### config.mk
export PLATFORM = sky130hd
export DESIGN_NAME = avr_regs
export DESIGN_NICKNAME = d
export VERILOG_FILES = /design/src/verilog/avr_pkg.sv /design/src/verilog/avr_regs.sv
export VERILOG_INCLUDE_DIRS = /design/src /design/src/verilog
export SDC_FILE = /design/constraint.sdc
export NUM_CORES = 1
export LEC_CHECK = 0
export ABC_AREA = 1
export ABC_CLOCK_PERIOD_IN_PS = 8450
export BUFFER_PORTS_ARGS = -buffer_cell sky130_fd_sc_hd__buf_2
export CORE_AREA = 2 2 214 216
export CTS_CLUSTER_DIAMETER = 40
export DETAILED_ROUTE_END_ITERATION = 6
export DIE_AREA = 0 0 216 218
export SLEW_MARGIN = 15
export SYNTH_ARGS = -nofsm -noshare
export SYNTH_HDL_FRONTEND = slang
export SYNTH_SLANG_ARGS = --single-unit
### constraint.sdc
create_clock -name CLOCK -period 8.45 [get_ports CLOCK]
set_input_delay 1.69 -clock CLOCK [delete_from_list [all_inputs] [get_ports CLOCK]]
set_output_delay 1.69 -clock CLOCK [all_outputs]
set_load 0.05 [all_outputs]
### src/verilog/avr_map.svh
`ifndef AVR_MAP_SVH
`define AVR_MAP_SVH

// register addresses
`define AVR_ADDR_SOFT_MUTE    8'h06
`define AVR_ADDR_MASTER       8'h07
`define AVR_ADDR_CH1          8'h08
`define AVR_ADDR_CH2          8'h09
`define AVR_ADDR_LIMITER_VOL  8'h0A
`define AVR_ADDR_RAMP_CFG     8'h0E
`define AVR_ADDR_MOD_CAP      8'h10
`define AVR_ADDR_SKEW_CH1     8'h11
`define AVR_ADDR_SKEW_CH2     8'h12
`define AVR_ADDR_SKEW_CH1_INV 8'h13
`define AVR_ADDR_SKEW_CH2_INV 8'h14
`define AVR_ADDR_STOP_GROUP   8'h19

// reset values
`define AVR_RST_SOFT_MUTE   8'h00
`define AVR_RST_MASTER      16'h03FF
`define AVR_RST_CHANNEL     16'h00C0
`define AVR_RST_LIMITER_VOL 16'h0000
`define AVR_RST_RAMP_CFG    8'h60
`define AVR_RST_MOD_CAP     8'h01
`define AVR_RST_SKEW_A      8'hAC
`define AVR_RST_SKEW_B      8'h54
`define AVR_RST_STOP_GROUP  8'h00

// writable bit masks, reserved bits read zero
`define AVR_MASK_SOFT_MUTE  8'h07
`define AVR_MASK_VOLUME     16'h03FF
`define AVR_MASK_RAMP_CFG   8'h67
`define AVR_MASK_MOD_CAP    8'h07
`define AVR_MASK_SKEW       8'hFC
`define AVR_MASK_STOP_GROUP 8'h0F

// field positions
`define AVR_BIT_CH4_SRC   6
`define AVR_BIT_CH3_SRC   5
`define AVR_SLEW_MSB      2
`define AVR_SKEW_MSB      7
`define AVR_SKEW_LSB      2

// gain codes
`define AVR_VOL_MUTE      10'h3FF
`define AVR_VOL_ZERO_DB   10'h0C0
`define AVR_VOL_MAX_CODE  11'h3FF

// ramp step periods in ns and the clock period
`define AVR_STEP_NS_8K    125000
`define AVR_STEP_NS_11K   90700
`define AVR_STEP_NS_12K   83300
`define AVR_CLK_NS        8

`endif

### src/verilog/avr_pkg.sv
package avr_pkg;

    // sample-rate family that sets the ramp step period
    typedef enum logic [1:0]
    {
        AVR_RATE_8K,
        AVR_RATE_11K,
        AVR_RATE_12K
    } avr_rate_type;

    typedef enum logic [0:0]
    {
        AVR_IDLE,
        AVR_RAMP
    } avr_ramp_state_type;

    typedef struct packed
    {
        logic [7:0]  soft_mute;
        logic [15:0] master;
        logic [15:0] ch1;
        logic [15:0] ch2;
        logic [15:0] limiter_vol;
        logic [7:0]  ramp_cfg;
        logic [7:0]  mod_cap;
        logic [7:0]  skew1;
        logic [7:0]  skew2;
        logic [7:0]  skew1_inv;
        logic [7:0]  skew2_inv;
        logic [7:0]  stop_group;
        logic [15:0] rd_data;
        logic [16:0] tick_cnt;
        logic [9:0]  cur_gain1;
        logic [9:0]  cur_gain2;
        logic [11:0] steps_left;
        avr_ramp_state_type state;
        logic [3:0]  running;
        logic        shut_prev;
    } avr_state_type;

endpackage : avr_pkg

### src/verilog/avr_regs.sv
// How it works
// - soft-mute bit forces 50% duty output
// - mute bits D0..D2 for channels 1..3
// - volume registers two bytes, 0.125 dB steps
// - code 0 is +24 dB, 0x3FF mutes
// - master volume resets to mute code
// - channel volumes reset to 0 dB
// - ramp step period follows sample-rate family
// - slew field picks 512/1024/2048/256 steps
// - slew applies to volume and mute ramps; with SOFT_UNMUTE_SEL low, only to shutdown ramps
// - D6 picks channel-4 limiter volume source
// - D5 picks channel-3 limiter volume source
// - modulation cap field, default 98.4%
// - four skew registers at 0x11..0x14
// - signed six-bit skew times four clocks
// - skew registers reset to AD values
// - group channels stay stopped when GROUP_HOLD_OFF low
// - stop-group bits D0..D3, default zero
// - 0x07/0x08/0x09 are master, ch1, ch2
// - shutdown bit set holds all outputs off
// - soft unmute uses the slew ramp length
`timescale 1ns/1ns
`default_nettype none
`include "avr_map.svh"

module avr_regs
    import avr_pkg::*;
#(
    parameter int STEP_NS_8K  = `AVR_STEP_NS_8K,
    parameter int STEP_NS_11K = `AVR_STEP_NS_11K,
    parameter int STEP_NS_12K = `AVR_STEP_NS_12K
)
(
    input  wire logic          CLOCK,
    input  wire logic          RST,
    input  wire logic          WR_EN,
    input  wire logic          RD_EN,
    input  wire logic [7:0]    ADDR,
    input  wire logic [15:0]   WR_DATA,
    output logic      [15:0]   RD_DATA,
    input  wire avr_rate_type  RATE_FAMILY,
    input  wire logic          SHUTDOWN,
    input  wire logic          GROUP_HOLD_OFF,
    input  wire logic          SOFT_UNMUTE_SEL,
    output logic      [9:0]    GAIN_CH1,
    output logic      [9:0]    GAIN_CH2,
    output logic      [9:0]    LIMITER_GAIN_CH3,
    output logic      [9:0]    LIMITER_GAIN_CH4,
    output logic      [2:0]    MUTE_HALF_DUTY,
    output logic      [2:0]    MOD_CAP_CODE,
    output logic      [3:0]    CHANNEL_RUN,
    output logic      [11:0]   SLEW_STEPS,
    output logic      [7:0]    SKEW_CH1,
    output logic      [7:0]    SKEW_CH2,
    output logic      [7:0]    SKEW_CH1_INV,
    output logic      [7:0]    SKEW_CH2_INV,
    output logic               RAMP_BUSY
);

    // step periods in clock cycles, rounded down so steps never run late
    localparam int STEP_CYC_8K  = STEP_NS_8K / `AVR_CLK_NS;
    localparam int STEP_CYC_11K = STEP_NS_11K / `AVR_CLK_NS;
    localparam int STEP_CYC_12K = STEP_NS_12K / `AVR_CLK_NS;

    avr_state_type cur_ff;
    avr_state_type nxt_ff;

    logic [16:0] step_period;
    logic        step_tick;
    logic [10:0] sum1;
    logic [10:0] sum2;
    logic [9:0]  target1;
    logic [9:0]  target2;
    logic [11:0] slew_len;
    logic        target_moved;

    // step period chosen by the incoming sample-rate family
    always_comb
    begin
        unique case (RATE_FAMILY)
            AVR_RATE_8K:  step_period = 17'(STEP_CYC_8K);
            AVR_RATE_11K: step_period = 17'(STEP_CYC_11K);
            AVR_RATE_12K: step_period = 17'(STEP_CYC_12K);
            default:      step_period = 17'(STEP_CYC_12K);
        endcase
    end

    assign step_tick = (cur_ff.tick_cnt == 17'h0_0000);

    // slew length; reserved 1xx codes fall back to the default length
    always_comb
    begin
        unique case (cur_ff.ramp_cfg[`AVR_SLEW_MSB:0])
            3'h1:    slew_len = 12'h400;
            3'h2:    slew_len = 12'h800;
            3'h3:    slew_len = 12'h100;
            default: slew_len = 12'h200;
        endcase
    end

    // gain codes add in dB; saturate so any mute code stays mute
    assign sum1 = {1'b0, cur_ff.master[9:0]} + {1'b0, cur_ff.ch1[9:0]}
                  - {1'b0, `AVR_VOL_ZERO_DB};
    assign sum2 = {1'b0, cur_ff.master[9:0]} + {1'b0, cur_ff.ch2[9:0]}
                  - {1'b0, `AVR_VOL_ZERO_DB};

    // shutdown or a mute code in master or channel targets the mute code; a sum below
    // 0 dB offset wraps in 11 bits, so it is clamped before the overflow test
    always_comb
    begin
        if (SHUTDOWN || cur_ff.master[9:0] == `AVR_VOL_MUTE
            || cur_ff.ch1[9:0] == `AVR_VOL_MUTE)
            target1 = `AVR_VOL_MUTE;
        else if ({1'b0, cur_ff.master[9:0]} + {1'b0, cur_ff.ch1[9:0]}
                 < {1'b0, `AVR_VOL_ZERO_DB})
            target1 = 10'h000;
        else if (sum1 >= `AVR_VOL_MAX_CODE)
            target1 = `AVR_VOL_MUTE;
        else
            target1 = sum1[9:0];
        if (SHUTDOWN || cur_ff.master[9:0] == `AVR_VOL_MUTE
            || cur_ff.ch2[9:0] == `AVR_VOL_MUTE)
            target2 = `AVR_VOL_MUTE;
        else if ({1'b0, cur_ff.master[9:0]} + {1'b0, cur_ff.ch2[9:0]}
                 < {1'b0, `AVR_VOL_ZERO_DB})
            target2 = 10'h000;
        else if (sum2 >= `AVR_VOL_MAX_CODE)
            target2 = `AVR_VOL_MUTE;
        else
            target2 = sum2[9:0];
    end

    assign target_moved = (target1 != cur_ff.cur_gain1) || (target2 != cur_ff.cur_gain2);

    // next-state logic: register writes, reads, ramp and run control
    always_comb
    begin
        nxt_ff = cur_ff;

        // register writes, reserved bits masked off
        if (WR_EN)
        begin
            unique case (ADDR)
                `AVR_ADDR_SOFT_MUTE:
                    nxt_ff.soft_mute = WR_DATA[7:0] & `AVR_MASK_SOFT_MUTE;
                `AVR_ADDR_MASTER:
                    nxt_ff.master = WR_DATA & `AVR_MASK_VOLUME;
                `AVR_ADDR_CH1:
                    nxt_ff.ch1 = WR_DATA & `AVR_MASK_VOLUME;
                `AVR_ADDR_CH2:
                    nxt_ff.ch2 = WR_DATA & `AVR_MASK_VOLUME;
                `AVR_ADDR_LIMITER_VOL:
                    nxt_ff.limiter_vol = WR_DATA & `AVR_MASK_VOLUME;
                `AVR_ADDR_RAMP_CFG:
                    nxt_ff.ramp_cfg = WR_DATA[7:0] & `AVR_MASK_RAMP_CFG;
                `AVR_ADDR_MOD_CAP:
                    nxt_ff.mod_cap = WR_DATA[7:0] & `AVR_MASK_MOD_CAP;
                `AVR_ADDR_SKEW_CH1:
                    nxt_ff.skew1 = WR_DATA[7:0] & `AVR_MASK_SKEW;
                `AVR_ADDR_SKEW_CH2:
                    nxt_ff.skew2 = WR_DATA[7:0] & `AVR_MASK_SKEW;
                `AVR_ADDR_SKEW_CH1_INV:
                    nxt_ff.skew1_inv = WR_DATA[7:0] & `AVR_MASK_SKEW;
                `AVR_ADDR_SKEW_CH2_INV:
                    nxt_ff.skew2_inv = WR_DATA[7:0] & `AVR_MASK_SKEW;
                `AVR_ADDR_STOP_GROUP:
                    nxt_ff.stop_group = WR_DATA[7:0] & `AVR_MASK_STOP_GROUP;
                default:
                    nxt_ff.stop_group = cur_ff.stop_group;
            endcase
        end

        // read data registered; unmapped addresses read zero
        if (RD_EN)
        begin
            unique case (ADDR)
                `AVR_ADDR_SOFT_MUTE:    nxt_ff.rd_data = {8'h00, cur_ff.soft_mute};
                `AVR_ADDR_MASTER:       nxt_ff.rd_data = cur_ff.master;
                `AVR_ADDR_CH1:          nxt_ff.rd_data = cur_ff.ch1;
                `AVR_ADDR_CH2:          nxt_ff.rd_data = cur_ff.ch2;
                `AVR_ADDR_LIMITER_VOL:  nxt_ff.rd_data = cur_ff.limiter_vol;
                `AVR_ADDR_RAMP_CFG:     nxt_ff.rd_data = {8'h00, cur_ff.ramp_cfg};
                `AVR_ADDR_MOD_CAP:      nxt_ff.rd_data = {8'h00, cur_ff.mod_cap};
                `AVR_ADDR_SKEW_CH1:     nxt_ff.rd_data = {8'h00, cur_ff.skew1};
                `AVR_ADDR_SKEW_CH2:     nxt_ff.rd_data = {8'h00, cur_ff.skew2};
                `AVR_ADDR_SKEW_CH1_INV: nxt_ff.rd_data = {8'h00, cur_ff.skew1_inv};
                `AVR_ADDR_SKEW_CH2_INV: nxt_ff.rd_data = {8'h00, cur_ff.skew2_inv};
                `AVR_ADDR_STOP_GROUP:   nxt_ff.rd_data = {8'h00, cur_ff.stop_group};
                default:                nxt_ff.rd_data = 16'h0000;
            endcase
        end

        // step timer free-runs so a ramp starts on the next step boundary
        if (step_tick)
            nxt_ff.tick_cnt = step_period - 17'h0_0001;
        else
            nxt_ff.tick_cnt = cur_ff.tick_cnt - 17'h0_0001;

        // ramp: one code per step, budget of slew_len steps per change, the step that spends the budget jumps to the target;
        // hard unmute (select low) after shutdown jumps in a single step
        unique case (cur_ff.state)
            AVR_IDLE:
            begin
                if (target_moved)
                begin
                    nxt_ff.state      = AVR_RAMP;
                    nxt_ff.steps_left = slew_len;
                end
            end
            AVR_RAMP:
            begin
                if (!SOFT_UNMUTE_SEL && !SHUTDOWN)
                begin
                    nxt_ff.cur_gain1 = target1;
                    nxt_ff.cur_gain2 = target2;
                    nxt_ff.state     = AVR_IDLE;
                end
                else if (step_tick)
                begin
                    if (cur_ff.cur_gain1 < target1)
                        nxt_ff.cur_gain1 = cur_ff.cur_gain1 + 10'h001;
                    else if (cur_ff.cur_gain1 > target1)
                        nxt_ff.cur_gain1 = cur_ff.cur_gain1 - 10'h001;
                    if (cur_ff.cur_gain2 < target2)
                        nxt_ff.cur_gain2 = cur_ff.cur_gain2 + 10'h001;
                    else if (cur_ff.cur_gain2 > target2)
                        nxt_ff.cur_gain2 = cur_ff.cur_gain2 - 10'h001;
                    nxt_ff.steps_left = cur_ff.steps_left - 12'h001;
                    // ramp ends when target reached or the step budget is spent
                    if (!target_moved || cur_ff.steps_left == 12'h001)
                    begin
                        nxt_ff.state = AVR_IDLE;
                        if (cur_ff.steps_left == 12'h001)
                        begin
                            nxt_ff.cur_gain1 = target1;
                            nxt_ff.cur_gain2 = target2;
                        end
                    end
                end
            end
        endcase

        // run control: start all on shutdown release, group channels
        // stay stopped unless the hold-off bit is set
        nxt_ff.shut_prev = SHUTDOWN;
        if (SHUTDOWN)
            nxt_ff.running = 4'h0;
        else if (cur_ff.shut_prev)
            nxt_ff.running = GROUP_HOLD_OFF ? 4'hF : ~cur_ff.stop_group[3:0];
    end

    // single state register
    always_ff @(posedge CLOCK or posedge RST)
    begin
        if (RST)
        begin
            cur_ff             <= '0;
            cur_ff.soft_mute   <= `AVR_RST_SOFT_MUTE;
            cur_ff.master      <= `AVR_RST_MASTER;
            cur_ff.ch1         <= `AVR_RST_CHANNEL;
            cur_ff.ch2         <= `AVR_RST_CHANNEL;
            cur_ff.limiter_vol <= `AVR_RST_LIMITER_VOL;
            cur_ff.ramp_cfg    <= `AVR_RST_RAMP_CFG;
            cur_ff.mod_cap     <= `AVR_RST_MOD_CAP;
            cur_ff.skew1       <= `AVR_RST_SKEW_A;
            cur_ff.skew2       <= `AVR_RST_SKEW_B;
            cur_ff.skew1_inv   <= `AVR_RST_SKEW_A;
            cur_ff.skew2_inv   <= `AVR_RST_SKEW_B;
            cur_ff.stop_group  <= `AVR_RST_STOP_GROUP;
            cur_ff.cur_gain1   <= `AVR_VOL_MUTE;
            cur_ff.cur_gain2   <= `AVR_VOL_MUTE;
            cur_ff.state       <= AVR_IDLE;
            cur_ff.shut_prev   <= 1'b1;
        end
        else
        begin
            cur_ff <= nxt_ff;
        end
    end

    // outputs straight from state
    assign RD_DATA        = cur_ff.rd_data;
    assign GAIN_CH1       = cur_ff.cur_gain1;
    assign GAIN_CH2       = cur_ff.cur_gain2;
    assign MUTE_HALF_DUTY = cur_ff.soft_mute[2:0];
    assign MOD_CAP_CODE   = cur_ff.mod_cap[2:0];
    assign CHANNEL_RUN    = cur_ff.running;
    assign SLEW_STEPS     = slew_len;
    assign RAMP_BUSY      = (cur_ff.state == AVR_RAMP);
    // skew fields passed in place: signed value in D7..D2, times four clocks
    assign SKEW_CH1       = cur_ff.skew1;
    assign SKEW_CH2       = cur_ff.skew2;
    assign SKEW_CH1_INV   = cur_ff.skew1_inv;
    assign SKEW_CH2_INV   = cur_ff.skew2_inv;

    // limiter volume sources per configuration bits
    assign LIMITER_GAIN_CH4 = cur_ff.ramp_cfg[`AVR_BIT_CH4_SRC]
                              ? cur_ff.limiter_vol[9:0] : cur_ff.ch1[9:0];
    assign LIMITER_GAIN_CH3 = cur_ff.ramp_cfg[`AVR_BIT_CH3_SRC]
                              ? cur_ff.limiter_vol[9:0] : cur_ff.ch2[9:0];

endmodule : avr_regs
`default_nettype wire

Yosys cells after proc, flatten, opt, wreduce, memory -nomap -nowiden --
Index checks and enable logic that the tools add are counted.
Cells by class: add/subtract/negate cells 11, magnitude comparators 8, equal/unequal tests 25, multiplexer cells 28, bitwise gates (word level) 2, reductions and logical operators 27
Operators by type and width (count):
- 10-bit 2-to-1 mux | 12
- 10-bit case mux with 12 select lines | 1
- 20-bit 2-to-1 mux | 3
- 13-bit case mux with 2 select lines | 2
- 8-bit by 5-bit equality test with 1-bit output (second input constant) | 6
- 12-bit case mux with 3 select lines | 1
- 33-bit 2-to-1 mux | 1
- 8-bit by 4-bit equality test with 1-bit output (second input constant) | 4
- 10-bit equality test (second input constant) | 3
- 2-bit AND reduction | 13
- 10-bit by 10-bit adder with 11-bit output | 2
- 11-bit by 10-bit greater-or-equal comparator with 1-bit output (second input constant) | 2
- 11-bit by 8-bit less-than comparator with 1-bit output (second input constant) | 2
- 11-bit by 8-bit subtractor with 11-bit output (second input constant) | 2
- 10-bit by 1-bit adder with 10-bit output (second input constant) | 2
- 10-bit greater-than comparator | 2
- 10-bit less-than comparator | 2
- 10-bit inequality test | 2
- 10-bit by 1-bit subtractor with 10-bit output (second input constant) | 2
- 17-bit zero test | 1
- 17-bit 2-to-1 mux | 1
- 17-bit by 1-bit subtractor with 17-bit output (second input constant) | 1
- 8-bit by 3-bit equality test with 1-bit output (second input constant) | 2
- 14-bit by 1-bit subtractor with 15-bit output (second input constant) | 1
- 19 further kinds | 31
Word-level totals: register bits after elaboration 150, input bits 33, output and inout bits 111

Logic depth before layout (Yosys ltp) --
Gate-level depths: netlist of the first run.
word-level depth 14, gate-level depth with buffers 37, depth with buffers taken out 37

Worst setup path after synthesis of the first run --
Ideal clock, no wire load.
kind reg2reg, from register cur_ff[159] (netlist bit), to register cur_ff[14] (netlist bit), library setup time 127 ps, data arrival time 3822 ps, path slack 4500 ps, cell stages (with the launch flop) 32, path buffers 0, clock period less this slack 3950 ps, path through dfrtp_1 > ha_1 > fa_1 > nand3_2 > nand2_2 > nand2_1 > nand3_1 > nand2_4 > inv_1 > ha_1 > inv_1 > nand3_1 > nand2_1 > nand2_1 > nor2_1 > nand2_2 > nand2_1 > o21ai_0 > nand2_1 > inv_1 > ha_1 > nand3_1 > nor2_1 > nand4_2 > nor2_1 > nand2_1 > nand2_1 > inv_2 > nand2_1 > o21ai_0 > nand2_1 > o21ai_0
Between the ends: word-level cells in the longest chain between the ends 10, elaborated cells between the ends (all ways) 13, classes of those cells add/sub: 2; order compare: 2; eq/ne: 3; mux: 3; reduce/logical: 3
RTL lines:
- start, declared | RTL line avr_regs.sv:65 | avr_state_type cur_ff;
- start signal, assigned | RTL line avr_regs.sv:277 | cur_ff <= nxt_ff;
- 10-bit by 10-bit adder with 11-bit output | RTL line avr_regs.sv:102, avr_regs.sv:114
- 11-bit by 8-bit subtractor with 11-bit output | RTL line avr_regs.sv:102 | assign sum1 = {1'b0, cur_ff.master[9:0]} + {1'b0, cur_ff.ch1[9:0]}
- 11-bit by 10-bit greater-or-equal comparator with 1-bit output (no line)
- 10-bit 2-to-1 mux | RTL line avr_regs.sv:117 | else if (sum1 >= `AVR_VOL_MAX_CODE)
- 10-bit 2-to-1 mux | RTL line avr_regs.sv:114 | else if ({1'b0, cur_ff.master[9:0]} + {1'b0, cur_ff.ch1[9:0]}
- 10-bit 2-to-1 mux (*) | RTL line avr_regs.sv:111 | if (SHUTDOWN || cur_ff.master[9:0] == `AVR_VOL_MUTE
- 10-bit inequality test (*) | RTL line avr_regs.sv:133 | assign target_moved = (target1 != cur_ff.cur_gain1) || (target2 != cur_ff.cur_gain2);
- 1-bit logical OR (*) | RTL line avr_regs.sv:133
- 2-bit inequality test (no line) (*)
- 3-bit AND reduction (no line) (*)
Every way passes the cells marked *; elsewhere a longest branch is shown, timed or not. A chain may end at the register's enable or synchronous reset.

Worst setup path in the final report of the first run --
from register cur_ff[175] (netlist bit), to register cur_ff[14] (netlist bit)
Between the ends: word-level cells in the longest chain between the ends 10, elaborated cells between the ends (all ways) 23, classes of those cells add/sub: 4; order compare: 4; eq/ne: 4; mux: 6; reduce/logical: 5
RTL lines (RTL line):
- 10-bit by 10-bit adder with 11-bit output, on equally long branches
- 11-bit by 8-bit subtractor with 11-bit output, on equally long branches | avr_regs.sv:102, avr_regs.sv:104
- 11-bit by 10-bit greater-or-equal comparator with 1-bit output (no line)
- 10-bit 2-to-1 mux, on equally long branches | avr_regs.sv:117, avr_regs.sv:127
- 10-bit 2-to-1 mux, on equally long branches | avr_regs.sv:114, avr_regs.sv:124
- 10-bit 2-to-1 mux, on equally long branches | avr_regs.sv:111, avr_regs.sv:121
- 10-bit inequality test | avr_regs.sv:133
- 1-bit logical OR (*) | avr_regs.sv:133
- 2-bit inequality test (no line) (*)
- 3-bit AND reduction (no line) (*)
Marked as above.

==> results of run 1 <==
## sequential cells by signal (all words and copies together), names as in the netlist, 6 cells and up
signal,cells
RD_DATA,10
SKEW_CH2,6
SKEW_CH2_INV,6
SKEW_CH1_INV,6
SKEW_CH1,6
GAIN_CH1,10
GAIN_CH2,10
cur_ff,79
## power breakdown
part | switching [mW] | total [mW] | leakage (nW) | internal [mW]
registers | 0.152 | 0.963 | 1.76 | 0.811
logic | 0.813 | 1.13 | 4.13 | 0.319
clock network | 0.328 | 0.743 | 0.267 | 0.415
## metal layers
metal | share of wire, % | vias up | track usage, % | wire [µm]
met5 | 0 | - | 0 | 0
li1 | - | 5139 | - | -
met4 | 1.6 | 0 | 3.42 | 528
met1 | 47 | 4838 | 19.2 | 15300
met2 | 45 | 376 | 22.3 | 14700
met3 | 6.9 | 32 | 3.04 | 2270
## worst min-delay path, delay by kind of cell, from the launching register on
kind / cells / cell delay (ns)
AND/OR/NAND/NOR: 1 / 0.05
AO/OA/AOI/OAI: 1 / 0.07
flip-flops: 1 / 0.38
## cell usage in the layout (no fill, tap or decap), types with 5 or more instances in the layout
cell type,count
nand2_1,395
inv_1,230
o21ai_0,154
nor2_1,118
buf_2,115
nand3_1,100
dfrtp_1,92
a21oi_1,62
dfstp_2,52
ha_1,49
nand4_1,29
nor3_1,27
conb_1,22
xor2_1,20
o22ai_1,18
nand2_2,17
clkbuf_16,17
nand3_2,13
nor4_1,10
a221oi_1,9
xnor2_1,7
inv_2,6
buf_4,6
or2_2,5
a21oi_2,5
mux2_2,5
## metrics by stage
step / setup WS (ns) / hold slack (ns) / total power, mW
global route: 2.95 / 0.521 / 3.03
floorplan: 2.98 / 0.475 / 1.90
CTS: 3.52 / 0.505 / 2.85
detailed placement: 3.45 / 0.494 / 2.10
global placement: 3.60 / 0.487 / 2.08
finish: 3.50 / 0.499 / 2.84
## kinds of logic (layout without fill, tap and decap cells)
kind of cell / after synthesis / after routing / share of synthesized area, %
adders and majority gates: 51 / 51 / 5.90
AOI/OAI and AO/OA: 272 / 272 / 13.5
buffers and inverters: 366 / 393 / 15.6
other: 1 / 23 / 0.0338
DFF: 144 / 144 / 33.1
and+or+nand+nor: 730 / 730 / 29.1
xor gates and xnor gates: 27 / 27 / 2.13
muxes: 6 / 6 / 0.598
## final timing paths
| path | start | to | slack [ns] |
|---|---|---|---|
| setup reg to reg | cur_ff[175]$_DFFE_PP1P_ | cur_ff[14]$_DFFE_PP0P_ | 3.50 |
| setup / recovery | cur_ff[175]$_DFFE_PP1P_ | cur_ff[14]$_DFFE_PP0P_ | 3.50 |
| max in group asynchronous | RST | cur_ff[161]$_DFFE_PP0P_ | 5.79 |
| hold / removal | SKEW_CH1[3]$_DFFE_PP1P_ | SKEW_CH1[3]$_DFFE_PP1P_ | 0.50 |
| hold reg to reg | SKEW_CH1[3]$_DFFE_PP1P_ | SKEW_CH1[3]$_DFFE_PP1P_ | 0.50 |
| min in group asynchronous | RST | cur_ff[47]$_DFF_PP0_ | 1.46 |
## final cells by class
cell class | instances | area, µm²
Fill cell | 4959 | 32600
Multi-Input combinational cell | 1108 | 5760
Sequential cell | 144 | 3670
Inverter | 240 | 906
Tap cell | 600 | 751
Timing Repair Buffer | 121 | 621
Clock buffer | 20 | 447
Clock inverter | 12 | 111
Antenna cell | 1 | 2.50
==> impl_metrics.env, run 1 <==
export IMPL_slew_violations=0
export IMPL_hp_class="register to register"
export IMPL_synth_top_area_share_pct=20.8
export IMPL_synth_seq_cells=144
export IMPL_cp_max_fo=11
export IMPL_setup_viol=0
export IMPL_cts_sinks=144
export IMPL_syn_instance_count=1597
export IMPL_cp_slowest_cell="dfstp_2"
export IMPL_clock_latency_ns=0.43
export IMPL_fin_crit_sh_pct=58.5
export IMPL_leakage_nw=6.16
export IMPL_critPathBufInv=5
export IMPL_num_vias=10400
export IMPL_avgSynthCellArea_um2=6.94
export IMPL_num_rows=78
export IMPL_cap_violations=0
export IMPL_final_core_util_pct=27.3
export IMPL_io_buffers=115
export IMPL_rsz0062_at_grt="no"
export IMPL_maxSlewHeadroom_pct=38.6
export IMPL_clock_skew_ns=0.0146
export IMPL_crit_path_end_kind="register"
export IMPL_grt_pass1_vias=9721
export IMPL_path_delay_family="simple AND/OR/NAND/NOR gates"
export IMPL_design_core_area_um2=44900
export IMPL_post_place_cells=2213
export IMPL_p_per_area_nw_per_um2=231
export IMPL_tightest_slew_ns=0.913
export IMPL_hold_violations=0
export IMPL_synth_most_common_cell="nand2_1"
export IMPL_slowest_delay_ns=0.63
export IMPL_synth_seq_area_share_pct=33.1
export IMPL_ys_warn_count=0
export IMPL_gp_congestion=0.888
export IMPL_fmax_ghz=0.202
export IMPL_outcome="finished clean"
export IMPL_ir_worst_vdd_mv=0.131
export IMPL_min_path_cells=2
export IMPL_htree_num_levels=4
export IMPL_start_util_pct=24.7
export IMPL_finalNonFillerCells=2246
export IMPL_rr_worst_depth=32
export IMPL_worst_setup_path_start_kind="register"
export IMPL_required_ns=8.76
export IMPL_cts_setup_buffers=0
export IMPL_cts_buffers_inserted=17
export IMPL_syn_cell_area_um2=11100
export IMPL_detail_route_antenna_nets=0
export IMPL_route_detailed_drc=0
export IMPL_root_buffer="clkbuf_16"
export IMPL_synthArstFlopShare_pct=100
export IMPL_wl_per_cell_um=14.6
export IMPL_cp_data_arrival_time_ns=5.26
export IMPL_overflow=0
export IMPL_dr_pass1_iters=5
export IMPL_place_area_um2=11700
export IMPL_wl_um=32800
export IMPL_yosysTopAreaCell="dfrtp_1"
export IMPL_dieHeight_um=218
export IMPL_ctsHoldBuffers=0
export IMPL_cts_resized=0
export IMPL_period_needed_ns=4.95
export IMPL_stdcell_area_um2=12300
export IMPL_cts_tree="yes"
export IMPL_via_per_inst=4.62
export IMPL_ioPinCount=144
export IMPL_fp_dieW_um=216
export IMPL_worst_path_most_repeated_cell="nand2_1"
export IMPL_nets=1716
export IMPL_drtIter0Drc=845
export IMPL_synthTopCellsByArea="dfrtp_1, nand2_1, dfstp_2"
export IMPL_dp_hpwl_um=24900
export IMPL_grt_max_degree=94
export IMPL_synth_edf_count=0
export IMPL_synth_top_cells_by_count="nand2_1, inv_1, o21ai_0, nor2_1, nand3_1"
export IMPL_track_usage_pct=14.0
export IMPL_clk_pin_slew_worst_paths_ns=0.07
export IMPL_worst_path_stages=32
export IMPL_worst_setup_path_type="register to register"
export IMPL_grt_first_pass_wirelength_um=53000
export IMPL_grt_antenna_before_repair=1
export IMPL_clk_path_buf_depth=2
export IMPL_tns_ns=0
export IMPL_synth_top_flop_cell="dfrtp_1"
export IMPL_area_growth_pct=10.7
export IMPL_yosysUniqueCellTypes=53
export IMPL_die_area_um2=47100
export IMPL_drive_gt1_share_pct=16.2
Note: power is estimated with default switching activity, not from simulation.
==> run 2: changes to the inputs <==
--- a/config.mk
+++ b/config.mk
@@ -6,8 +6,8 @@
 export SDC_FILE = /design/constraint.sdc
 export NUM_CORES = 1
 export LEC_CHECK = 0
-export ABC_AREA = 1
-export ABC_CLOCK_PERIOD_IN_PS = 8450
+export ABC_AREA = 0
+export ABC_CLOCK_PERIOD_IN_PS = 4100
 export BUFFER_PORTS_ARGS = -buffer_cell sky130_fd_sc_hd__buf_2
 export CORE_AREA = 2 2 214 216
 export CTS_CLUSTER_DIAMETER = 40
==> constraint.sdc (replaced) <==
create_clock -name CLOCK -period 4.1 [get_ports CLOCK]
set_input_delay 0.82 -clock CLOCK [delete_from_list [all_inputs] [get_ports CLOCK]]
set_output_delay 0.82 -clock CLOCK [all_outputs]
set_load 0.05 [all_outputs]
==> impl_metrics.env, run 2 <==
export IMPL_outcome="finished with violations"
export IMPL_violations="negative setup slack"
export IMPL_synthTopCellsByArea="dfrtp_1, dfstp_2, mux2_2"
export IMPL_die_area_um2=47100
export IMPL_diodes=0
export IMPL_grt_max_degree=93
export IMPL_period_needed_ns=5.56
export IMPL_cp_max_fo=5
export IMPL_grt_first_pass_wirelength_um=58000
export IMPL_setup_viol=33
export IMPL_dp_hpwl_um=27500
export IMPL_synth_top_cells_by_count="mux2_2, nor2_1, dfrtp_1, buf_4, a21oi_1"
export IMPL_clock_latency_ns=0.45
export IMPL_wl_met3_um=2380
export IMPL_fmax_ghz=0.180
export IMPL_syn_cell_area_um2=11100
export IMPL_root_buffer="clkbuf_16"
export IMPL_rsz0062_at_grt="yes"
export IMPL_setup_ws_ns=-1.46
export IMPL_required_ns=4.46
export IMPL_route_detailed_drc=0
export IMPL_r2r_start="cur_ff[176]$_DFFE_PP1P_"
export IMPL_hp_class="input pin to asynchronous set/reset pin"
export IMPL_cap_violations=0
export IMPL_p_per_area_nw_per_um2=377
export IMPL_grt_antenna_before_repair=1
export IMPL_num_vias=10300
export IMPL_syn_instance_count=1182
export IMPL_fin_crit_sh_pct=136
export IMPL_ctsHoldBuffers=0
export IMPL_stdcell_area_um2=14900
export IMPL_cts_tree="yes"
export IMPL_cts_sinks=144
export IMPL_wl_um=36700
export IMPL_maxSlewHeadroom_pct=33.1
export IMPL_dr_pass1_iters=6
export IMPL_avgSynthCellArea_um2=9.39
export IMPL_overflow=0
export IMPL_nets=1557
export IMPL_mostFrequentLayoutCells="buf_4, buf_2, mux2_2"
export IMPL_largest_reg_flops=79
export IMPL_hold_violations=0
export IMPL_start_util_pct=24.7
export IMPL_met2_length_um=17100
export IMPL_crit_path_end_kind="register"
export IMPL_clock_skew_ns=0.0142
export IMPL_met1_length_um=16600
export IMPL_synth_edf_count=0
export IMPL_via_per_inst=4.95
export IMPL_ir_worst_vdd_mv=0.257
export IMPL_reg2reg_slack_ns=-1.46
export IMPL_cts_buffers_inserted=17
export IMPL_io_buffers=115
export IMPL_synth_most_common_cell="mux2_2"
export IMPL_track_usage_pct=15.6
export IMPL_rr_worst_depth=26
export IMPL_ys_warn_count=0
export IMPL_mostFrequentLayoutCell="buf_4"
export IMPL_design_core_area_um2=44900
export IMPL_leakage_nw=6.64
export IMPL_slew_violations=0
export IMPL_gp_congestion=0.869
export IMPL_yosysUniqueCellTypes=97
export IMPL_clk_path_buf_depth=2
export IMPL_detail_route_antenna_nets=0
export IMPL_place_area_um2=13500
export IMPL_synth_seq_area_share_pct=33.1
export IMPL_htree_num_levels=4
export IMPL_area_growth_pct=34.6
export IMPL_nFillCells=4685
export IMPL_drtIter0Drc=694
export IMPL_fp_dieW_um=216
export IMPL_ioPinCount=144
export IMPL_r2r_end="GAIN_CH1[1]$_DFFE_PP1P_"
export IMPL_dieHeight_um=218
export IMPL_tns_ns=-41.41
export IMPL_largest_register="cur_ff"
export IMPL_synthArstFlopShare_pct=100
export IMPL_dr_max_layer_used="met5"
export IMPL_wl_per_cell_um=17.6
export IMPL_clk_pin_slew_worst_paths_ns=0.07
export IMPL_worst_setup_path_type="register to register"
export IMPL_drive_gt1_share_pct=46.8
export IMPL_synth_top_flop_cell="dfrtp_1"
export IMPL_num_rows=78
export IMPL_worst_setup_path_start_kind="register"
export IMPL_synth_seq_cells=144
export IMPL_synth_top_area_share_pct=20.7
export IMPL_tightest_slew_ns=0.989
export IMPL_cp_data_arrival_time_ns=5.93
export IMPL_grt_pass1_vias=10300
export IMPL_final_core_util_pct=33.3
export IMPL_yosysTopAreaCell="dfrtp_1"
run 2: worst max path at each step:
stage	cells past startpoint	from	slack, ns	to
floorplan	27	cur_ff[143]$_DFFE_PP0P_	-1.39	GAIN_CH2[3]$_DFFE_PP1P_
global placement	25	cur_ff[176]$_DFFE_PP1P_	-1.42	GAIN_CH2[6]$_DFFE_PP1P_
detailed placement	25	cur_ff[176]$_DFFE_PP1P_	-1.54	GAIN_CH2[6]$_DFFE_PP1P_
CTS	26	cur_ff[176]$_DFFE_PP1P_	-1.40	GAIN_CH1[4]$_DFFE_PP1P_
global route	27	cur_ff[143]$_DFFE_PP0P_	-1.76	GAIN_CH2[3]$_DFFE_PP1P_
finish	26	cur_ff[176]$_DFFE_PP1P_	-1.46	GAIN_CH1[1]$_DFFE_PP1P_
run 2: cell type report:
cell class / count / area, µm² / share of cell area [%]
inverter: 36 / 139 / 0.930
multi-input combinational: 899 / 7220 / 48.3
clock buffer: 19 / 454 / 3.04
sequential: 144 / 3670 / 24.6
timing repair buffer: 375 / 2570 / 17.2
clock inverter: 13 / 140 / 0.938
tap: 600 / 751 / 5.02
run 2: logic make-up (layout without fill, tap and decap cells):
kind of cell	Yosys count	in the layout	share of synthesized area (%)
simple gates	360	360	16.7
compound gates	306	306	20.5
buf+inv	160	443	8.47
flops	144	144	33.1
mux	125	125	12.5
fa+ha+maj	51	51	5.89
xor+xnor	35	35	2.90
other cells	1	22	0.0338
run 2: power breakdown:
part	total, mW	switching, mW	internal, mW
Combinational	2.24	1.29	0.945
Clock	1.62	0.728	0.896
Sequential	1.78	0.199	1.58
run 2: through the flow:
stage | power, mW | setup slack [ns] | std cells | hold slack [ns]
2_1_floorplan | 3.09 | -1.39 | 1203 | 0.440
3_3_place_gp | 3.65 | -1.42 | 2003 | 0.460
3_5_place_dp | 3.68 | -1.54 | 2003 | 0.488
5_1_grt | 5.92 | -1.76 | 2086 | 0.237
4_1_cts | 5.48 | -1.40 | 2069 | 0.228
6_report | 5.64 | -1.46 | 2086 | 0.254
run 2: worst max-delay path, cell delays in order (launching register included):
cell	delay, ns
dfstp_2	0.60
buf_6	0.12
ha_4	0.19
a211oi_4	0.20
o21a_1	0.18
a221oi_2	0.09
or2_4	0.26
ha_4	0.22
nor2b_1	0.10
mux2_4	0.14
o2111a_1	0.18
or4b_4	0.48
a22o_1	0.26
nand2b_1	0.13
a21oi_2	0.07
ha_1	0.30
nor2b_4	0.13
o211ai_1	0.13
a21oi_2	0.18
and2_4	0.17
a221oi_4	0.07
o31a_1	0.39
buf_4	0.16
buf_6	0.11
or4_4	0.41
o2111ai_2	0.09
a22oi_2	0.09
run 2: metal layers:
metal  track usage [%]  up-vias
met5                 0        -
met4              4.13        2
met3              3.71       51
met2              25.5      309
met1              20.6     5067
li1                  -     4903
run 2: timing repair:
action / 4_1_cts / 5_1_grt
setup endpoints to repair: 33 / 33
resized for setup: 35 / 53
buffers inserted: 34 / 18
pin swaps: 65 / 35
==> run 3: changes to the inputs <==
--- a/config.mk
+++ b/config.mk
@@ -9,10 +9,10 @@
 export ABC_AREA = 0
 export ABC_CLOCK_PERIOD_IN_PS = 4100
 export BUFFER_PORTS_ARGS = -buffer_cell sky130_fd_sc_hd__buf_2
-export CORE_AREA = 2 2 214 216
+export CORE_AREA = 2 2 226 205
 export CTS_CLUSTER_DIAMETER = 40
 export DETAILED_ROUTE_END_ITERATION = 6
-export DIE_AREA = 0 0 216 218
+export DIE_AREA = 0 0 228 207
 export SLEW_MARGIN = 15
 export SYNTH_ARGS = -nofsm -noshare
 export SYNTH_HDL_FRONTEND = slang
==> impl_metrics.env, run 3 (same netlist as run 2, synthesis figures left out) <==
export IMPL_outcome="finished with violations"
export IMPL_violations="negative setup slack"
export IMPL_mostFrequentLayoutCells="buf_4, buf_2, mux2_2"
export IMPL_r2r_end="GAIN_CH2[7]$_DFFE_PP1P_"
export IMPL_tightest_slew_ns=0.873
export IMPL_clk_path_buf_depth=2
export IMPL_rsz0062_at_grt="yes"
export IMPL_post_place_cells=2015
export IMPL_stdcell_area_um2=15000
export IMPL_design_core_area_um2=45000
export IMPL_worst_setup_path_start_kind="register"
export IMPL_whs_ns=0.478
export IMPL_io_buffers=115
export IMPL_crit_path_end_kind="register"
export IMPL_fmax_ghz=0.181
export IMPL_required_ns=4.46
export IMPL_ctsHoldBuffers=0
export IMPL_dieHeight_um=207
export IMPL_min_path_cells=1
export IMPL_root_buffer="clkbuf_16"
export IMPL_area_growth_pct=35.0
export IMPL_diodes=0
export IMPL_ioPinCount=144
export IMPL_clk_pin_slew_worst_paths_ns=0.08
export IMPL_maxSlewHeadroom_pct=41.0
export IMPL_largest_register="cur_ff"
export IMPL_nets=1548
export IMPL_grt_antenna_before_repair=0
export IMPL_route_detailed_drc=0
export IMPL_place_area_um2=13500
export IMPL_drive_gt1_share_pct=47.5
export IMPL_setup_ws_ns=-1.42
export IMPL_dp_hpwl_um=28000
export IMPL_ir_worst_vdd_mv=0.270
export IMPL_leakage_nw=6.63
export IMPL_start_util_pct=24.7
export IMPL_hold_violations=0
export IMPL_p_per_area_nw_per_um2=375
export IMPL_detail_route_antenna_nets=0
export IMPL_htree_num_levels=4
export IMPL_cp_max_fo=6
export IMPL_track_usage_pct=15.5
export IMPL_place_ws_ns=-1.45
export IMPL_fin_crit_sh_pct=135
export IMPL_cp_data_arrival_time_ns=5.88
export IMPL_wl_um=37500
export IMPL_clock_latency_ns=0.46
export IMPL_overflow=0
export IMPL_finalNonFillerCells=2085
export IMPL_slew_violations=0
export IMPL_num_rows=74
export IMPL_worst_path_most_repeated_cell="a21oi_2"
export IMPL_cts_tree="yes"
export IMPL_grt_max_degree=73
export IMPL_worstHoldEndpoint="cur_ff[38]$_DFF_PP0_"
export IMPL_slowest_delay_ns=0.59
export IMPL_cts_sinks=144
export IMPL_largest_reg_flops=79
export IMPL_grt_pass1_vias=10300
export IMPL_cap_violations=0
export IMPL_hp_class="register to register"
export IMPL_period_needed_ns=5.52
export IMPL_num_vias=10500
export IMPL_rr_worst_depth=26
export IMPL_grt_first_pass_wirelength_um=58300
export IMPL_r2r_start="cur_ff[176]$_DFFE_PP1P_"
export IMPL_worst_setup_path_type="register to register"
export IMPL_setup_viol=33
export IMPL_min_from="cur_ff[38]$_DFF_PP0_"
export IMPL_via_per_inst=5.02
export IMPL_wl_per_cell_um=18.0
export IMPL_clock_skew_ns=0.0127
export IMPL_power_mw=5.62
export IMPL_dr_pass1_iters=7
export IMPL_cts_buffers_inserted=17
export IMPL_fp_dieW_um=228
export IMPL_gp_congestion=0.882
export IMPL_mostFrequentLayoutCell="buf_4"
export IMPL_die_area_um2=47200
export IMPL_cp_slowest_cell="dfstp_2"
export IMPL_reg2reg_slack_ns=-1.42
export IMPL_drtIter0Drc=695
[run 3: changes by cell type in the layout (fill, tap and decap cells not counted), sizes merged]
cell	previous run	this run
buf	375	365
bufinv	1	0
clkinv	3	6
inv	43	42
[run 3: layer usage]
metal,global-route usage (%),wire [µm]
met5,0,0
met3,3.28,2000
met2,24.9,17500
met4,4.58,707
met1,21.0,17400
[run 3: where the power goes]
| part | internal (mW) | switching [mW] |
|---|---|---|
| combinational | 0.953 | 1.31 |
| sequential | 1.58 | 0.204 |
| clock | 0.825 | 0.751 |
| total | 3.36 | 2.27 |
[run 3: metrics by stage]
| step | utilization [%] | setup TNS (ns) |
|---|---|---|
| final | 33.3 | -41.51 |
| after global routing | 33.3 | -48.75 |
| after CTS | 32.3 | -38.81 |
| after detailed placement | 30.1 | -43.86 |
| after global placement | 30.1 | -41.08 |
| after floorplan | - | -37.94 |
[run 3: worst max-delay path: cells and delay by family (launching register included)]
family                   cells  cell delay, ns
flip-flops                   1            0.59
buffers and inverters        2            0.33
AND/OR/NAND/NOR              5            0.75
adder cells (fa/ha/maj)      3            0.77
multiplexers                 1            0.10
AO/OA/AOI/OAI               15            2.89
[run 3: worst max-delay path by stage]
stage | start | endpoint | slack (ns)
2_1_floorplan | cur_ff[143]$_DFFE_PP0P_ | GAIN_CH2[3]$_DFFE_PP1P_ | -1.39
3_3_place_gp | cur_ff[176]$_DFFE_PP1P_ | GAIN_CH2[6]$_DFFE_PP1P_ | -1.36
3_5_place_dp | cur_ff[176]$_DFFE_PP1P_ | GAIN_CH2[6]$_DFFE_PP1P_ | -1.45
4_1_cts | cur_ff[176]$_DFFE_PP1P_ | GAIN_CH1[1]$_DFFE_PP1P_ | -1.32
5_1_grt | cur_ff[143]$_DFFE_PP0P_ | GAIN_CH2[7]$_DFFE_PP1P_ | -1.67
6_report | cur_ff[176]$_DFFE_PP1P_ | GAIN_CH2[7]$_DFFE_PP1P_ | -1.42
[run 3: layout make-up]
cell class	count	area (µm²)
multi-input combinational	899	7280
clock buffer	18	439
sequential	144	3670
fill	4627	30000
tap	608	761
timing repair buffer	366	2550
inverter	36	139
clock inverter	14	145
[run 3: timing repair]
| action | 4_1_cts | 5_1_grt |
|---|---|---|
| buffers inserted | 19 | 18 |
| pin swaps | 67 | 58 |
| resized for setup | 57 | 58 |
| endpoints found under the setup margin | 33 | 33 |
| cloned | 0 | 1 |
